[config.mk]
export PLATFORM = sky130hd
export DESIGN_NAME = dma_and_interrupt_request_logic
export DESIGN_NICKNAME = d
export VERILOG_FILES = /design/src/req_pkg.sv /design/src/dma_and_interrupt_request_logic.sv
export VERILOG_INCLUDE_DIRS = /design/src
export SDC_FILE = /design/constraint.sdc
export NUM_CORES = 1
export LEC_CHECK = 0
export ABC_AREA = 1
export BUFFER_PORTS_ARGS = -buffer_cell sky130_fd_sc_hd__buf_2
export CAP_MARGIN = 10
export CORE_MARGIN = 5
export CORE_UTILIZATION = 30
export CTS_CLUSTER_SIZE = 16
export DETAILED_ROUTE_END_ITERATION = 7
export GPL_TIMING_DRIVEN = 1
export PLACE_DENSITY_LB_ADDON = 0.08
export SYNTH_ARGS = -nofsm -noshare
export SYNTH_HDL_FRONTEND = slang
export SYNTH_SLANG_ARGS = --single-unit
[constraint.sdc]
create_clock -name mclk -period 2.2 [get_ports mclk]
set_input_delay 0.11 -clock mclk [delete_from_list [all_inputs] [get_ports mclk]]
set_output_delay 0.11 -clock mclk [all_outputs]
set_load 0.02 [all_outputs]
[src/req_defs.svh]
// Purpose: Constants of the DMA and interrupt request logic
// Assumes: Included by bare name
// Notes: Pin and source indices, reset values
`ifndef REQ_DEFS_SVH
`define REQ_DEFS_SVH
`define PIN_COUNT 8
`define PIN_ADC_NE 0
`define PIN_ADC_HF 1
`define PIN_OUT_FULL 2
`define PIN_OUT_HF 3
`define PIN_TIMER 4
`define PIN_ACK_A 5
`define PIN_ACK_B 6
`define PIN_TC 7
`define PIN_RESET 8'h1F
`define REQ_ADC_NE 0
`define REQ_ADC_HF 1
`define REQ_OUT_NF 2
`define REQ_OUT_HF 3
`define REQ_TIMER 4
`define SRC_CONV_NE 0
`define SRC_CONV_HF 1
`define SRC_ACQ 2
`define SRC_TC 3
`define SRC_TIMER 4
`define SRC_OUT_NF 5
`define SRC_OUT_HF 6
`define FLAG_RESET 1'b0
`define ARM_RESET 1'b1
`define TC_CLEAR_VALUE 8'h00
`endif

[src/req_pkg.sv]
// Purpose: Types of the DMA and interrupt request logic
// Assumes: Nothing
// Notes: Used with package-scoped names only
package req_pkg;

  // DMA operating modes
  typedef enum logic [2:0] {
    DMA_OFF,
    DMA_SINGLE,
    DMA_INTERLEAVE,
    DMA_DUAL_STREAM,
    DMA_DUAL_OUT
  } dma_mode_t;

  // Static configuration from the command registers
  typedef struct packed {
    dma_mode_t mode;
    logic chan_a_en;
    logic chan_b_en;
    logic wave_gen_en;
    logic [4:0] req_en;
    logic [6:0] int_en;
  } req_cfg_t;

  // One-cycle host write and read strobes
  typedef struct packed {
    logic adc_fifo_read;
    logic acq_clear;
    logic timer_clear;
    logic tc_clear_a;
    logic tc_clear_b;
    logic [7:0] data;
  } host_wr_t;

  // Status seen by the host
  typedef struct packed {
    logic [6:0] pending;
    logic term_count_flag_a;
    logic term_count_flag_b;
    logic timer_update_request;
    logic acq_complete_flag;
    logic chan_b_active;
  } req_status_t;

endpackage

[src/dma_and_interrupt_request_logic.sv]
// Purpose: DMA request and interrupt request logic of an acquisition board
// Assumes: Pins asynchronous to mclk; cfg and host strobes on mclk
// Notes: Pins pass three flip-flops and a second/third agreement filter
`include "req_defs.svh"

module dma_and_interrupt_request_logic (
  // Clock and reset
  input wire logic mclk,
  input wire logic resetn,
  // FIFO status pins
  input wire logic adc_fifo_nonempty_n,
  input wire logic adc_fifo_halffull_n,
  input wire logic out_fifo_full_n,
  input wire logic out_fifo_halffull_n,
  // Timer trigger pin
  input wire logic timer_trigger_n,
  // Host DMA controller pins
  input wire logic dma_ack_a,
  input wire logic dma_ack_b,
  input wire logic dma_tc,
  output logic dma_req_a,
  output logic dma_req_b,
  // Acquisition logic
  input wire logic acq_done,
  // Host configuration and strobes
  input wire req_pkg::req_cfg_t cfg,
  input wire req_pkg::host_wr_t host_wr,
  // Results
  output logic irq,
  output logic dac_update,
  output logic dac_target,
  output req_pkg::req_status_t status
);

  //----------------------------------------------------------------
  // Pin synchronisers
  //----------------------------------------------------------------
  logic [`PIN_COUNT-1:0] pins;
  logic [`PIN_COUNT-1:0] filt_q;
  logic [`PIN_COUNT-1:0] prev_q;

  // Idle level of every pin, one bit per synchroniser
  localparam logic [`PIN_COUNT-1:0] pin_idle = `PIN_RESET;

  // Gather pins into one vector
  assign pins = {dma_tc, dma_ack_b, dma_ack_a, timer_trigger_n,
                 out_fifo_halffull_n, out_fifo_full_n,
                 adc_fifo_halffull_n, adc_fifo_nonempty_n};

  // Falling and rising edge of a filtered pin
  function automatic logic fell(input logic p, input logic c);
    fell = p & ~c;
  endfunction

  function automatic logic rose(input logic p, input logic c);
    rose = ~p & c;
  endfunction

  // Three stages, change accepted when stages two and three agree
  // Each pin keeps its own flops so no vector has several writers
  for (genvar i = 0; i < `PIN_COUNT; i++) begin : g_sync
    logic sync1_q;
    logic sync2_q;
    logic sync3_q;
    logic hold_q;
    logic last_q;
    always_ff @(posedge mclk or negedge resetn) begin
      if (!resetn) begin
        sync1_q <= pin_idle[i];
        sync2_q <= pin_idle[i];
        sync3_q <= pin_idle[i];
        hold_q <= pin_idle[i];
        last_q <= pin_idle[i];
      end else begin
        sync1_q <= pins[i];
        sync2_q <= sync1_q;
        sync3_q <= sync2_q;
        if (sync2_q == sync3_q) begin
          hold_q <= sync3_q;
        end
        last_q <= hold_q;
      end
    end
    assign filt_q[i] = hold_q;
    assign prev_q[i] = last_q;
  end

  //----------------------------------------------------------------
  // Decoded conditions and events
  //----------------------------------------------------------------
  logic adc_ne;
  logic adc_hf;
  logic out_nf;
  logic out_hf;
  logic ack_a;
  logic ack_b;
  logic timer_fall;
  logic ack_start;
  logic tc_rise;
  logic tc_a;
  logic tc_b;
  logic dual_out;

  // Levels, active high inside the block
  assign adc_ne = ~filt_q[`PIN_ADC_NE];
  assign adc_hf = ~filt_q[`PIN_ADC_HF];
  assign out_nf = filt_q[`PIN_OUT_FULL];
  assign out_hf = filt_q[`PIN_OUT_HF];
  assign ack_a = filt_q[`PIN_ACK_A];
  assign ack_b = filt_q[`PIN_ACK_B];
  assign dual_out = cfg.mode == req_pkg::DMA_DUAL_OUT;

  // Events from edges
  assign timer_fall = fell(prev_q[`PIN_TIMER], filt_q[`PIN_TIMER]);
  assign ack_start = rose(prev_q[`PIN_ACK_A], ack_a) |
                     rose(prev_q[`PIN_ACK_B], ack_b);
  assign tc_rise = rose(prev_q[`PIN_TC], filt_q[`PIN_TC]);

  // Terminal count belongs to the acknowledged or active channel
  assign tc_a = tc_rise & (dual_out ? ack_a : ~status.chan_b_active);
  assign tc_b = tc_rise & (dual_out ? ack_b : status.chan_b_active);

  //----------------------------------------------------------------
  // Flags
  //----------------------------------------------------------------
  logic conv_ne_q;
  logic conv_hf_q;
  logic ne_armed_q;
  logic hf_armed_q;
  logic acq_q;
  logic tca_q;
  logic tcb_q;
  logic tmr_q;
  logic chan_b_q;
  logic conv_clr;
  logic ne_set;
  logic hf_set;

  // Conversion interrupts re-arm after each read or clear
  assign conv_clr = host_wr.adc_fifo_read | host_wr.acq_clear;
  assign ne_set = adc_ne & ne_armed_q;
  assign hf_set = adc_hf & hf_armed_q;

  // Conversion flags, set wins over clear
  always_ff @(posedge mclk or negedge resetn) begin
    if (!resetn) begin
      conv_ne_q <= `FLAG_RESET;
      conv_hf_q <= `FLAG_RESET;
      ne_armed_q <= `ARM_RESET;
      hf_armed_q <= `ARM_RESET;
    end else begin
      if (ne_set) begin
        conv_ne_q <= 1'b1;
        ne_armed_q <= 1'b0;
      end else if (conv_clr) begin
        conv_ne_q <= 1'b0;
        ne_armed_q <= 1'b1;
      end
      if (hf_set) begin
        conv_hf_q <= 1'b1;
        hf_armed_q <= 1'b0;
      end else if (conv_clr) begin
        conv_hf_q <= 1'b0;
        hf_armed_q <= 1'b1;
      end
    end
  end

  // Acquisition complete, dropped only by the acquisition clear
  always_ff @(posedge mclk or negedge resetn) begin
    if (!resetn) begin
      acq_q <= `FLAG_RESET;
    end else if (acq_done) begin
      acq_q <= 1'b1;
    end else if (host_wr.acq_clear) begin
      acq_q <= 1'b0;
    end
  end

  // Terminal count flags, cleared by writing zero
  always_ff @(posedge mclk or negedge resetn) begin
    if (!resetn) begin
      tca_q <= `FLAG_RESET;
      tcb_q <= `FLAG_RESET;
    end else begin
      if (tc_a) begin
        tca_q <= 1'b1;
      end else if (host_wr.tc_clear_a &&
                   host_wr.data == `TC_CLEAR_VALUE) begin
        tca_q <= 1'b0;
      end
      if (tc_b) begin
        tcb_q <= 1'b1;
      end else if (host_wr.tc_clear_b &&
                   host_wr.data == `TC_CLEAR_VALUE) begin
        tcb_q <= 1'b0;
      end
    end
  end

  // Timer update request, set by trigger, cleared by write or ack
  always_ff @(posedge mclk or negedge resetn) begin
    if (!resetn) begin
      tmr_q <= `FLAG_RESET;
    end else if (timer_fall) begin
      tmr_q <= 1'b1;
    end else if (host_wr.timer_clear || ack_start) begin
      tmr_q <= 1'b0;
    end
  end

  // Active channel of a dual stream, swapped at each terminal count
  always_ff @(posedge mclk or negedge resetn) begin
    if (!resetn) begin
      chan_b_q <= `FLAG_RESET;
    end else if (cfg.mode != req_pkg::DMA_DUAL_STREAM) begin
      chan_b_q <= 1'b0;
    end else if (tc_rise) begin
      chan_b_q <= ~chan_b_q;
    end
  end

  //----------------------------------------------------------------
  // Converter update and target
  //----------------------------------------------------------------
  logic upd_q;
  logic tgt_q;
  logic il_next_q;

  // Both converters update on a trigger only with waveform enabled
  always_ff @(posedge mclk or negedge resetn) begin
    if (!resetn) begin
      upd_q <= 1'b0;
    end else begin
      upd_q <= timer_fall & cfg.wave_gen_en;
    end
  end

  // Converter that receives the acknowledged output word
  always_ff @(posedge mclk or negedge resetn) begin
    if (!resetn) begin
      tgt_q <= 1'b0;
      il_next_q <= 1'b0;
    end else begin
      unique case (cfg.mode)
        req_pkg::DMA_INTERLEAVE: begin
          if (rose(prev_q[`PIN_ACK_A], ack_a)) begin
            tgt_q <= il_next_q;
            il_next_q <= ~il_next_q;
          end
        end
        req_pkg::DMA_DUAL_OUT: begin
          il_next_q <= 1'b0;
          if (rose(prev_q[`PIN_ACK_A], ack_a)) begin
            tgt_q <= 1'b0;
          end else if (rose(prev_q[`PIN_ACK_B], ack_b)) begin
            tgt_q <= 1'b1;
          end
        end
        default: begin
          il_next_q <= 1'b0;
          tgt_q <= 1'b0;
        end
      endcase
    end
  end

  //----------------------------------------------------------------
  // DMA requests
  //----------------------------------------------------------------
  logic adc_src;
  logic out_src;
  logic dma_on;

  // Enabled causes for input and output transfers
  assign adc_src = (cfg.req_en[`REQ_ADC_NE] & adc_ne) |
                   (cfg.req_en[`REQ_ADC_HF] & adc_hf);
  assign out_src = (cfg.req_en[`REQ_OUT_NF] & out_nf) |
                   (cfg.req_en[`REQ_OUT_HF] & out_hf) |
                   (cfg.req_en[`REQ_TIMER] & tmr_q);
  assign dma_on = cfg.mode != req_pkg::DMA_OFF;

  // Route to the selected channel, withdrawn during acknowledge
  always_comb begin
    dma_req_a = 1'b0;
    dma_req_b = 1'b0;
    unique case (cfg.mode)
      req_pkg::DMA_OFF: begin
        dma_req_a = 1'b0;
      end
      req_pkg::DMA_SINGLE, req_pkg::DMA_INTERLEAVE: begin
        dma_req_a = (adc_src | out_src) & cfg.chan_a_en & ~ack_a;
      end
      req_pkg::DMA_DUAL_STREAM: begin
        dma_req_a = (adc_src | out_src) & ~chan_b_q &
                    cfg.chan_a_en & ~ack_a;
        dma_req_b = (adc_src | out_src) & chan_b_q &
                    cfg.chan_b_en & ~ack_b;
      end
      req_pkg::DMA_DUAL_OUT: begin
        dma_req_a = (adc_src | out_src) & cfg.chan_a_en & ~ack_a;
        dma_req_b = out_src & cfg.chan_b_en & ~ack_b;
      end
      default: begin
        dma_req_a = 1'b0;
        dma_req_b = 1'b0;
      end
    endcase
    if (!dma_on) begin
      dma_req_a = 1'b0;
    end
  end

  //----------------------------------------------------------------
  // Interrupt and status
  //----------------------------------------------------------------
  logic [6:0] pend;
  logic irq_q;
  req_pkg::req_status_t stat_q;

  // Pending causes in fixed bit order
  always_comb begin
    pend = 7'h00;
    pend[`SRC_CONV_NE] = conv_ne_q;
    pend[`SRC_CONV_HF] = conv_hf_q;
    pend[`SRC_ACQ] = acq_q;
    pend[`SRC_TC] = tca_q | tcb_q;
    pend[`SRC_TIMER] = tmr_q;
    pend[`SRC_OUT_NF] = out_nf;
    pend[`SRC_OUT_HF] = out_hf;
  end

  // Registered interrupt and status word
  always_ff @(posedge mclk or negedge resetn) begin
    if (!resetn) begin
      irq_q <= 1'b0;
      stat_q <= '0;
    end else begin
      irq_q <= |(pend & cfg.int_en);
      stat_q.pending <= pend;
      stat_q.term_count_flag_a <= tca_q;
      stat_q.term_count_flag_b <= tcb_q;
      stat_q.timer_update_request <= tmr_q;
      stat_q.acq_complete_flag <= acq_q;
      stat_q.chan_b_active <= chan_b_q;
    end
  end

  assign irq = irq_q;
  assign status = stat_q;
  assign dac_update = upd_q;
  assign dac_target = tgt_q;

  //----------------------------------------------------------------
  // Assertions
  //----------------------------------------------------------------
  a_dma_off_quiet: assert property (
    @(posedge mclk) disable iff (!resetn)
    cfg.mode == req_pkg::DMA_OFF |-> !dma_req_a && !dma_req_b)
    else $error("request while DMA off");

  a_single_a_only: assert property (
    @(posedge mclk) disable iff (!resetn)
    cfg.mode == req_pkg::DMA_SINGLE |-> !dma_req_b)
    else $error("channel B used in single mode");

  a_adc_request: assert property (
    @(posedge mclk) disable iff (!resetn)
    cfg.mode == req_pkg::DMA_SINGLE && cfg.chan_a_en &&
    cfg.req_en[`REQ_ADC_NE] && adc_ne && !ack_a |-> dma_req_a)
    else $error("missing input FIFO request");

  a_ack_drops_req: assert property (
    @(posedge mclk) disable iff (!resetn)
    ack_a |-> !dma_req_a)
    else $error("request held during acknowledge");

  a_tc_zero_clear: assert property (
    @(posedge mclk) disable iff (!resetn)
    host_wr.tc_clear_a && host_wr.data == 8'h00 && !tc_a
    |=> !tca_q ##1 !stat_q.term_count_flag_a)
    else $error("terminal count A not cleared");

  a_tc_nonzero_keep: assert property (
    @(posedge mclk) disable iff (!resetn)
    tcb_q && host_wr.data != 8'h00 |=> tcb_q)
    else $error("terminal count B lost");

  a_acq_sticky: assert property (
    @(posedge mclk) disable iff (!resetn)
    acq_done ##1 !host_wr.acq_clear [*2] |-> acq_q ##1 stat_q.pending[2])
    else $error("acquisition flag not held");

  a_timer_edge: assert property (
    @(posedge mclk) disable iff (!resetn)
    timer_fall |=> tmr_q && dac_update == $past(cfg.wave_gen_en))
    else $error("timer trigger mishandled");

  a_timer_ack_clear: assert property (
    @(posedge mclk) disable iff (!resetn)
    ack_start && !timer_fall |=> !tmr_q)
    else $error("timer request survives acknowledge");

  a_chan_swap: assert property (
    @(posedge mclk) disable iff (!resetn)
    cfg.mode == req_pkg::DMA_DUAL_STREAM && tc_rise
    |=> chan_b_q != $past(chan_b_q))
    else $error("channel not swapped at terminal count");

  a_conv_read_clear: assert property (
    @(posedge mclk) disable iff (!resetn)
    host_wr.adc_fifo_read && !ne_set |=> !conv_ne_q)
    else $error("read did not clear conversion flag");

  a_irq_enabled: assert property (
    @(posedge mclk) disable iff (!resetn)
    (pend & cfg.int_en) != 7'h00 |=> irq && stat_q.pending != 7'h00)
    else $error("enabled cause without interrupt");

endmodule

==> results of run 1 <==
## cell type report
type                            instances  area, µm²
Fill cell                             673       3960
Sequential cell                        59       1510
Multi-Input combinational cell         86        445
Timing Repair Buffer                   71        430
Clock buffer                           13        149
Tap cell                               80        100
Inverter                               15       56.3
Clock inverter                          3       40.0
## cell usage after synthesis
master    count  area share [%]
dfrtp_1      36              45
nand2_1      34             6.3
dfstp_2      23              30
inv_1        15             2.8
nor2_1       15             2.8
maj3_1        8             4.0
o21ai_0       5             1.2
a21oi_1       4            0.99
nand3b_1      3             1.1
buf_4         2            0.74
nand3_1       2            0.50
nand3_2       2            0.99
nor2_2        2            0.62
nor3_1        2            0.50
o21ai_1       2            0.50
o21bai_1      2            0.74
nand2_2       1            0.31
nand4_1       1            0.31
nor3_2        1            0.50
o211ai_1      1            0.37
or2_2         1            0.31
## power breakdown
group | total (mW) | internal, mW | switching, mW
combinational | 0.249 | 0.107 | 0.142
sequential | 1.25 | 1.21 | 0.0487
clock | 0.940 | 0.552 | 0.389
## per-layer routing
metal / vias to the layer above / global-route usage [%]
met5: - / 0
met4: 0 / 6.31
met3: 9 / 4.18
met2: 43 / 14.4
met1: 598 / 11.8
li1: 676 / -
## worst max-delay path, cell delays in order (launching register included)
cell and delay, ps:
dfstp_2 550, nand2_1 50, nand3_1 120, o21ai_1 70, a21oi_1 180, buf_2 200
## registers in the layout, summed over array words and instances (netlist names), 4 cells and up
register        cells
g_sync.sync2_q      8
g_sync.sync3_q      8
g_sync.sync1_q      8
status             10
g_sync.hold_q       6
g_sync.last_q       4
## per-stage QoR
step	hold WS, ps	std cells
finish	29.5	327
global route	32.5	327
CTS	10.5	327
detailed placement	194	299
global placement	203	299
floorplan	-186	162
## repair_timing
action,CTS,global route
endpoints found under the hold margin,30,0
setup endpoints to repair,0,0
hold buffers,12,0
## worst min-delay path by stage
stage	start	to	slack, ps	cells past startpoint
after floorplan	resetn	ack_a	-190	0
after global placement	resetn	il_next_q	200	1
after detailed placement	resetn	il_next_q	190	1
after CTS	cfg[3]	irq	10	3
after global routing	cfg[1]	irq	30	3
final	cfg[3]	irq	30	3
## logic make-up (layout without fill, tap and decap cells)
logic type,count (synthesis),count (layout),synth area share (%)
AND/OR/NAND/NOR,64,64,14.2
buffers and inverters,17,102,3.53
adder cells (fa/ha/maj),8,8,3.96
AO/OA/AOI/OAI,14,14,3.84
flip-flops,59,59,74.4
==> flow_summary.yaml, run 1 <==
critical_path:
  r2r.worst_path.cells: 3
  crit_type: "flip-flop to primary output"
  critical_path.max_fanout: 4
  crit_arrival_ps: 1490
  cp-start-kind: "flip-flop"
  reg2reg_from: "acq_q"
  required_ps: 2090
  rr_endpoint: "acq_q"
  startpoint: "g_sync[3].hold_q"
  crit_path_end_kind: "primary output"
  cp-endpoint: "dma_req_b"
  r2r_slack_ps: 1040
detailed_routing:
  met1Wirelength_um: 1760
  routed_wl_um: 3800
  drc: 0
  drt_iter0_markers: 39
  vias_per_cell: 4.06
  route.met2.wl_um: 1660
  num_vias: 1326
  wl_met3_um: 281
  firstDrtPassIters: 3
  routedWlPerCell_um: 11.6
  top_layer: "met4"
  ant_nets: 0
floorplan:
  dieHeight_um: 92.1
  row_count: 30
  dieArea_mm2: 0.00848
  initial_core_util_pct: 30.3
  design.core.area_mm2: 0.00668
  die_w_um: 92.1
  io_pins: 59
yosys:
  ys_types: 21
  synth_area_mm2: 0.00202
  ys_warn_count: 0
  syn_inst: 162
  ys_seq_area_share_pct: 74.4
  ys_ff_latch: 59
  syn_nets: 204
  synth.avg_cell_area_um2: 12.5
clock_tree:
  post-cts-setup-buffers: 0
  postCtsResizedCells: 0
  clockRootBuffer: "clkbuf_8"
  ctsHtreeMaxLevel: 3
  cts_tree: "built"
  cts_sinks: 59
  path_clk_slew_ps: 60
  cts_buffers: 9
  clockBufferDepth: 2
  clk_latency_ps: 320
final_layout:
  antenna_cells: 0
  mostFrequentLayoutCells: "58 x buf_2, 36 x dfrtp_1, 34 x nand2_1"
  fin_nets: 284
  layout-drive-gt1-share_pct: 41.3
  mostFrequentLayoutCell: "buf_2"
  stdcell_area_mm2: 0.00273
  post-route-util_pct: 40.8
  area_growth_pct: 34.8
sta:
  setup_viol: 0
  slew_headroom_pct: 56.2
  tightest_slew_ps: 658
  finalSetupTns_ps: 0
  fin_ws_ps: 597
  finalHoldViolations: 0
  rsz0062_at_grt: "no"
  slew_violations: 0
  period_share_pct: 72.9
  max_freq_mhz: 624
  clock_skew_ps: 10.2
  fin_crit_ps: 1600
grt:
  antenna_found_initial: 0
  overflow: 0
  grt_util_all_layers_pct: 9.81
  grt_max_degree: 32
  grt_pass1_wl_um: 6220
  grt_pass1_vias: 1323
power:
  ir_drop_mv: 0.391
  p_per_area_mw_per_mm2: 896
  leakage_nw: 1.30
  total_power_mw: 2.44
placement:
  dp_slack_ps: 936
  placedInstanceArea_mm2: 0.00242
  gp_congestion: 0.708
  portBuffers: 58
  hpwl_um: 2710
outcome:
  status: "finished clean"
run:
  drv_cap: 0
min_path:
  hp-class: "primary input to flip-flop"
Note: power is estimated with default switching activity, not from simulation.
==> run 2: changes to the inputs <==
clock period = 1.45 ns   (was 2.2 ns; I/O delays follow)
==> flow_summary.yaml, run 2 (same netlist as run 1, synthesis figures left out) <==
outcome:
  status: "finished clean"
critical_path:
  crit_chain: "nand2_2, nand3_2, o21ai_2, a21oi_2, buf_6"
  crit_slowest_cell: "dfstp_2"
  critical_path.max_fanout: 3
  crit_path_end_kind: "primary output"
  reg2reg_from: "acq_q"
  startpoint: "g_sync[3].hold_q"
  cp-start-kind: "flip-flop"
  crit_arrival_ps: 1370
  slowest_delay_ps: 540
  required_ps: 1380
  crit_type: "flip-flop to primary output"
detailed_routing:
  ant_nets: 0
  routed_wl_um: 3850
  firstDrtPassIters: 4
  vias_per_cell: 4.05
  routedWlPerCell_um: 11.4
  drc: 0
  num_vias: 1364
  drt_iter0_markers: 20
sta:
  fin_ws_ps: 12.0
  finalSetupTns_ps: 0
  setup_viol: 0
  period_share_pct: 99.2
  slew_violations: 0
  rsz0062_at_grt: "yes"
  slew_headroom_pct: 79.1
  max_freq_mhz: 695
  fin_crit_ps: 1440
  finalHoldWorstSlack_ps: 51.5
  tightest_slew_ps: 313
  finalHoldViolations: 0
  clock_skew_ps: 6.27
min_path:
  hp-class: "primary input to flip-flop"
  hp-start: "cfg[2]"
grt:
  grt_pass1_vias: 1437
  grt_pass1_wl_um: 6440
  grt_max_degree: 60
  grt_util_all_layers_pct: 9.98
  overflow: 0
  antenna_found_initial: 0
clock_tree:
  cts_buffers: 9
  path_clk_slew_ps: 70
  cts_tree: "built"
  clockRootBuffer: "clkbuf_8"
  cts_sinks: 59
  clockBufferDepth: 2
  ctsHtreeMaxLevel: 3
  clk_latency_ps: 320
floorplan:
  dieHeight_um: 92.1
  row_count: 30
  design.core.area_mm2: 0.00668
  dieArea_mm2: 0.00848
  initial_core_util_pct: 30.3
  die_w_um: 92.1
  io_pins: 59
power:
  clockPowerShare_pct: 39.8
  ir_drop_mv: 0.548
  leakage_nw: 1.35
  p_comb_share_pct: 11.0
  p_per_area_mw_per_mm2: 1340
  swShare_pct: 23.5
  p_int_mw: 2.95
  seq_power_share_pct: 49.2
  p_switching_mw: 0.906
placement:
  gp_congestion: 0.763
  hpwl_um: 2670
  dp.cells: 299
  dp_slack_ps: 241
  portBuffers: 58
final_layout:
  multi_input_comb_area_um2: 465
  largest_reg_flops: 10
  final-seq-area_mm2: 0.00151
  antenna_cells: 0
  mostFrequentLayoutCell: "buf_2"
  final_cells: 337
  area_growth_pct: 41.9
  mostFrequentLayoutCells: "56 x buf_2, 36 x dfrtp_1, 31 x nand2_1"
  fin_nets: 294
  num-fill-cells: 645
  layout-drive-gt1-share_pct: 44.7
run:
  drv_cap: 0
run 2: changes by cell type in the layout (fill, tap and decap cells not counted), sizes merged:
cell / change
buf: +4
clkbuf: -1
clkinvlp: +1
dlygate4sd3: +6
run 2: stage by stage:
| step | area (µm²) | util [%] | power (mW) |
|---|---|---|---|
| 2_1_floorplan | 2020 | - | 2.11 |
| 3_3_place_gp | 2420 | 36.2 | 2.29 |
| 3_5_place_dp | 2420 | 36.2 | 2.30 |
| 4_1_cts | 2860 | 42.8 | 3.93 |
| 5_1_grt | 2870 | 42.9 | 4.07 |
| 6_report | 2870 | 42.9 | 3.85 |
run 2: worst max-delay path: cells and delay by family (launching register included):
family | cells | cell delay [ps]
flip-flops | 1 | 540
AO/OA/AOI/OAI | 2 | 230
buffers and inverters | 1 | 140
AND/OR/NAND/NOR | 2 | 140
run 2: worst paths after layout:
check / endpoint / slack, ps / depth (start not counted)
max in group asynchronous: g_sync[4].last_q / 860 / 3
worst max-delay path: dma_req_b / 10 / 5
worst min register to register: g_sync[5].sync2_q / 350 / 0
worst max register to register: acq_q / 280 / 3
worst min-delay path: irq / 50 / 5
min in group asynchronous: status[9] / 270 / 3
run 2: timing repair:
item | 4_1_cts | 5_1_grt
endpoints found under the setup margin | 2 | 2
endpoints found under the hold margin | 50 | 0
gates resized for setup | 6 | 3
buffers inserted | 4 | 0
hold buffers | 18 | 0
pin swaps | 2 | 2
run 2: final cells by class:
cell class                      instances  share of cell area [%]
Clock inverter                          4                    1.66
Inverter                               15                    1.96
Multi-Input combinational cell         86                    16.2
Sequential cell                        59                    52.5
Tap cell                               80                    3.49
Clock buffer                           12                    5.76
Timing Repair Buffer                   81                    18.4
run 2: routing by layer:
layer / up-vias / GRT usage, % / share of wire [%]
met4: 0 / 6.68 / 2.2
li1: 698 / - / -
met3: 9 / 4.02 / 7.9
met1: 614 / 11.6 / 46
met2: 43 / 15.1 / 44
met5: - / 0 / 0
run 2: power by group through the flow:
stage / registers (mW) / clock network [mW] / logic, mW
final: 1.89 / 1.53 / 0.424
after global routing: 1.91 / 1.67 / 0.481
after CTS: 1.90 / 1.60 / 0.433
after detailed placement: 1.93 / 0 / 0.365
after global placement: 1.93 / 0 / 0.363
after floorplan: 1.96 / 0 / 0.147
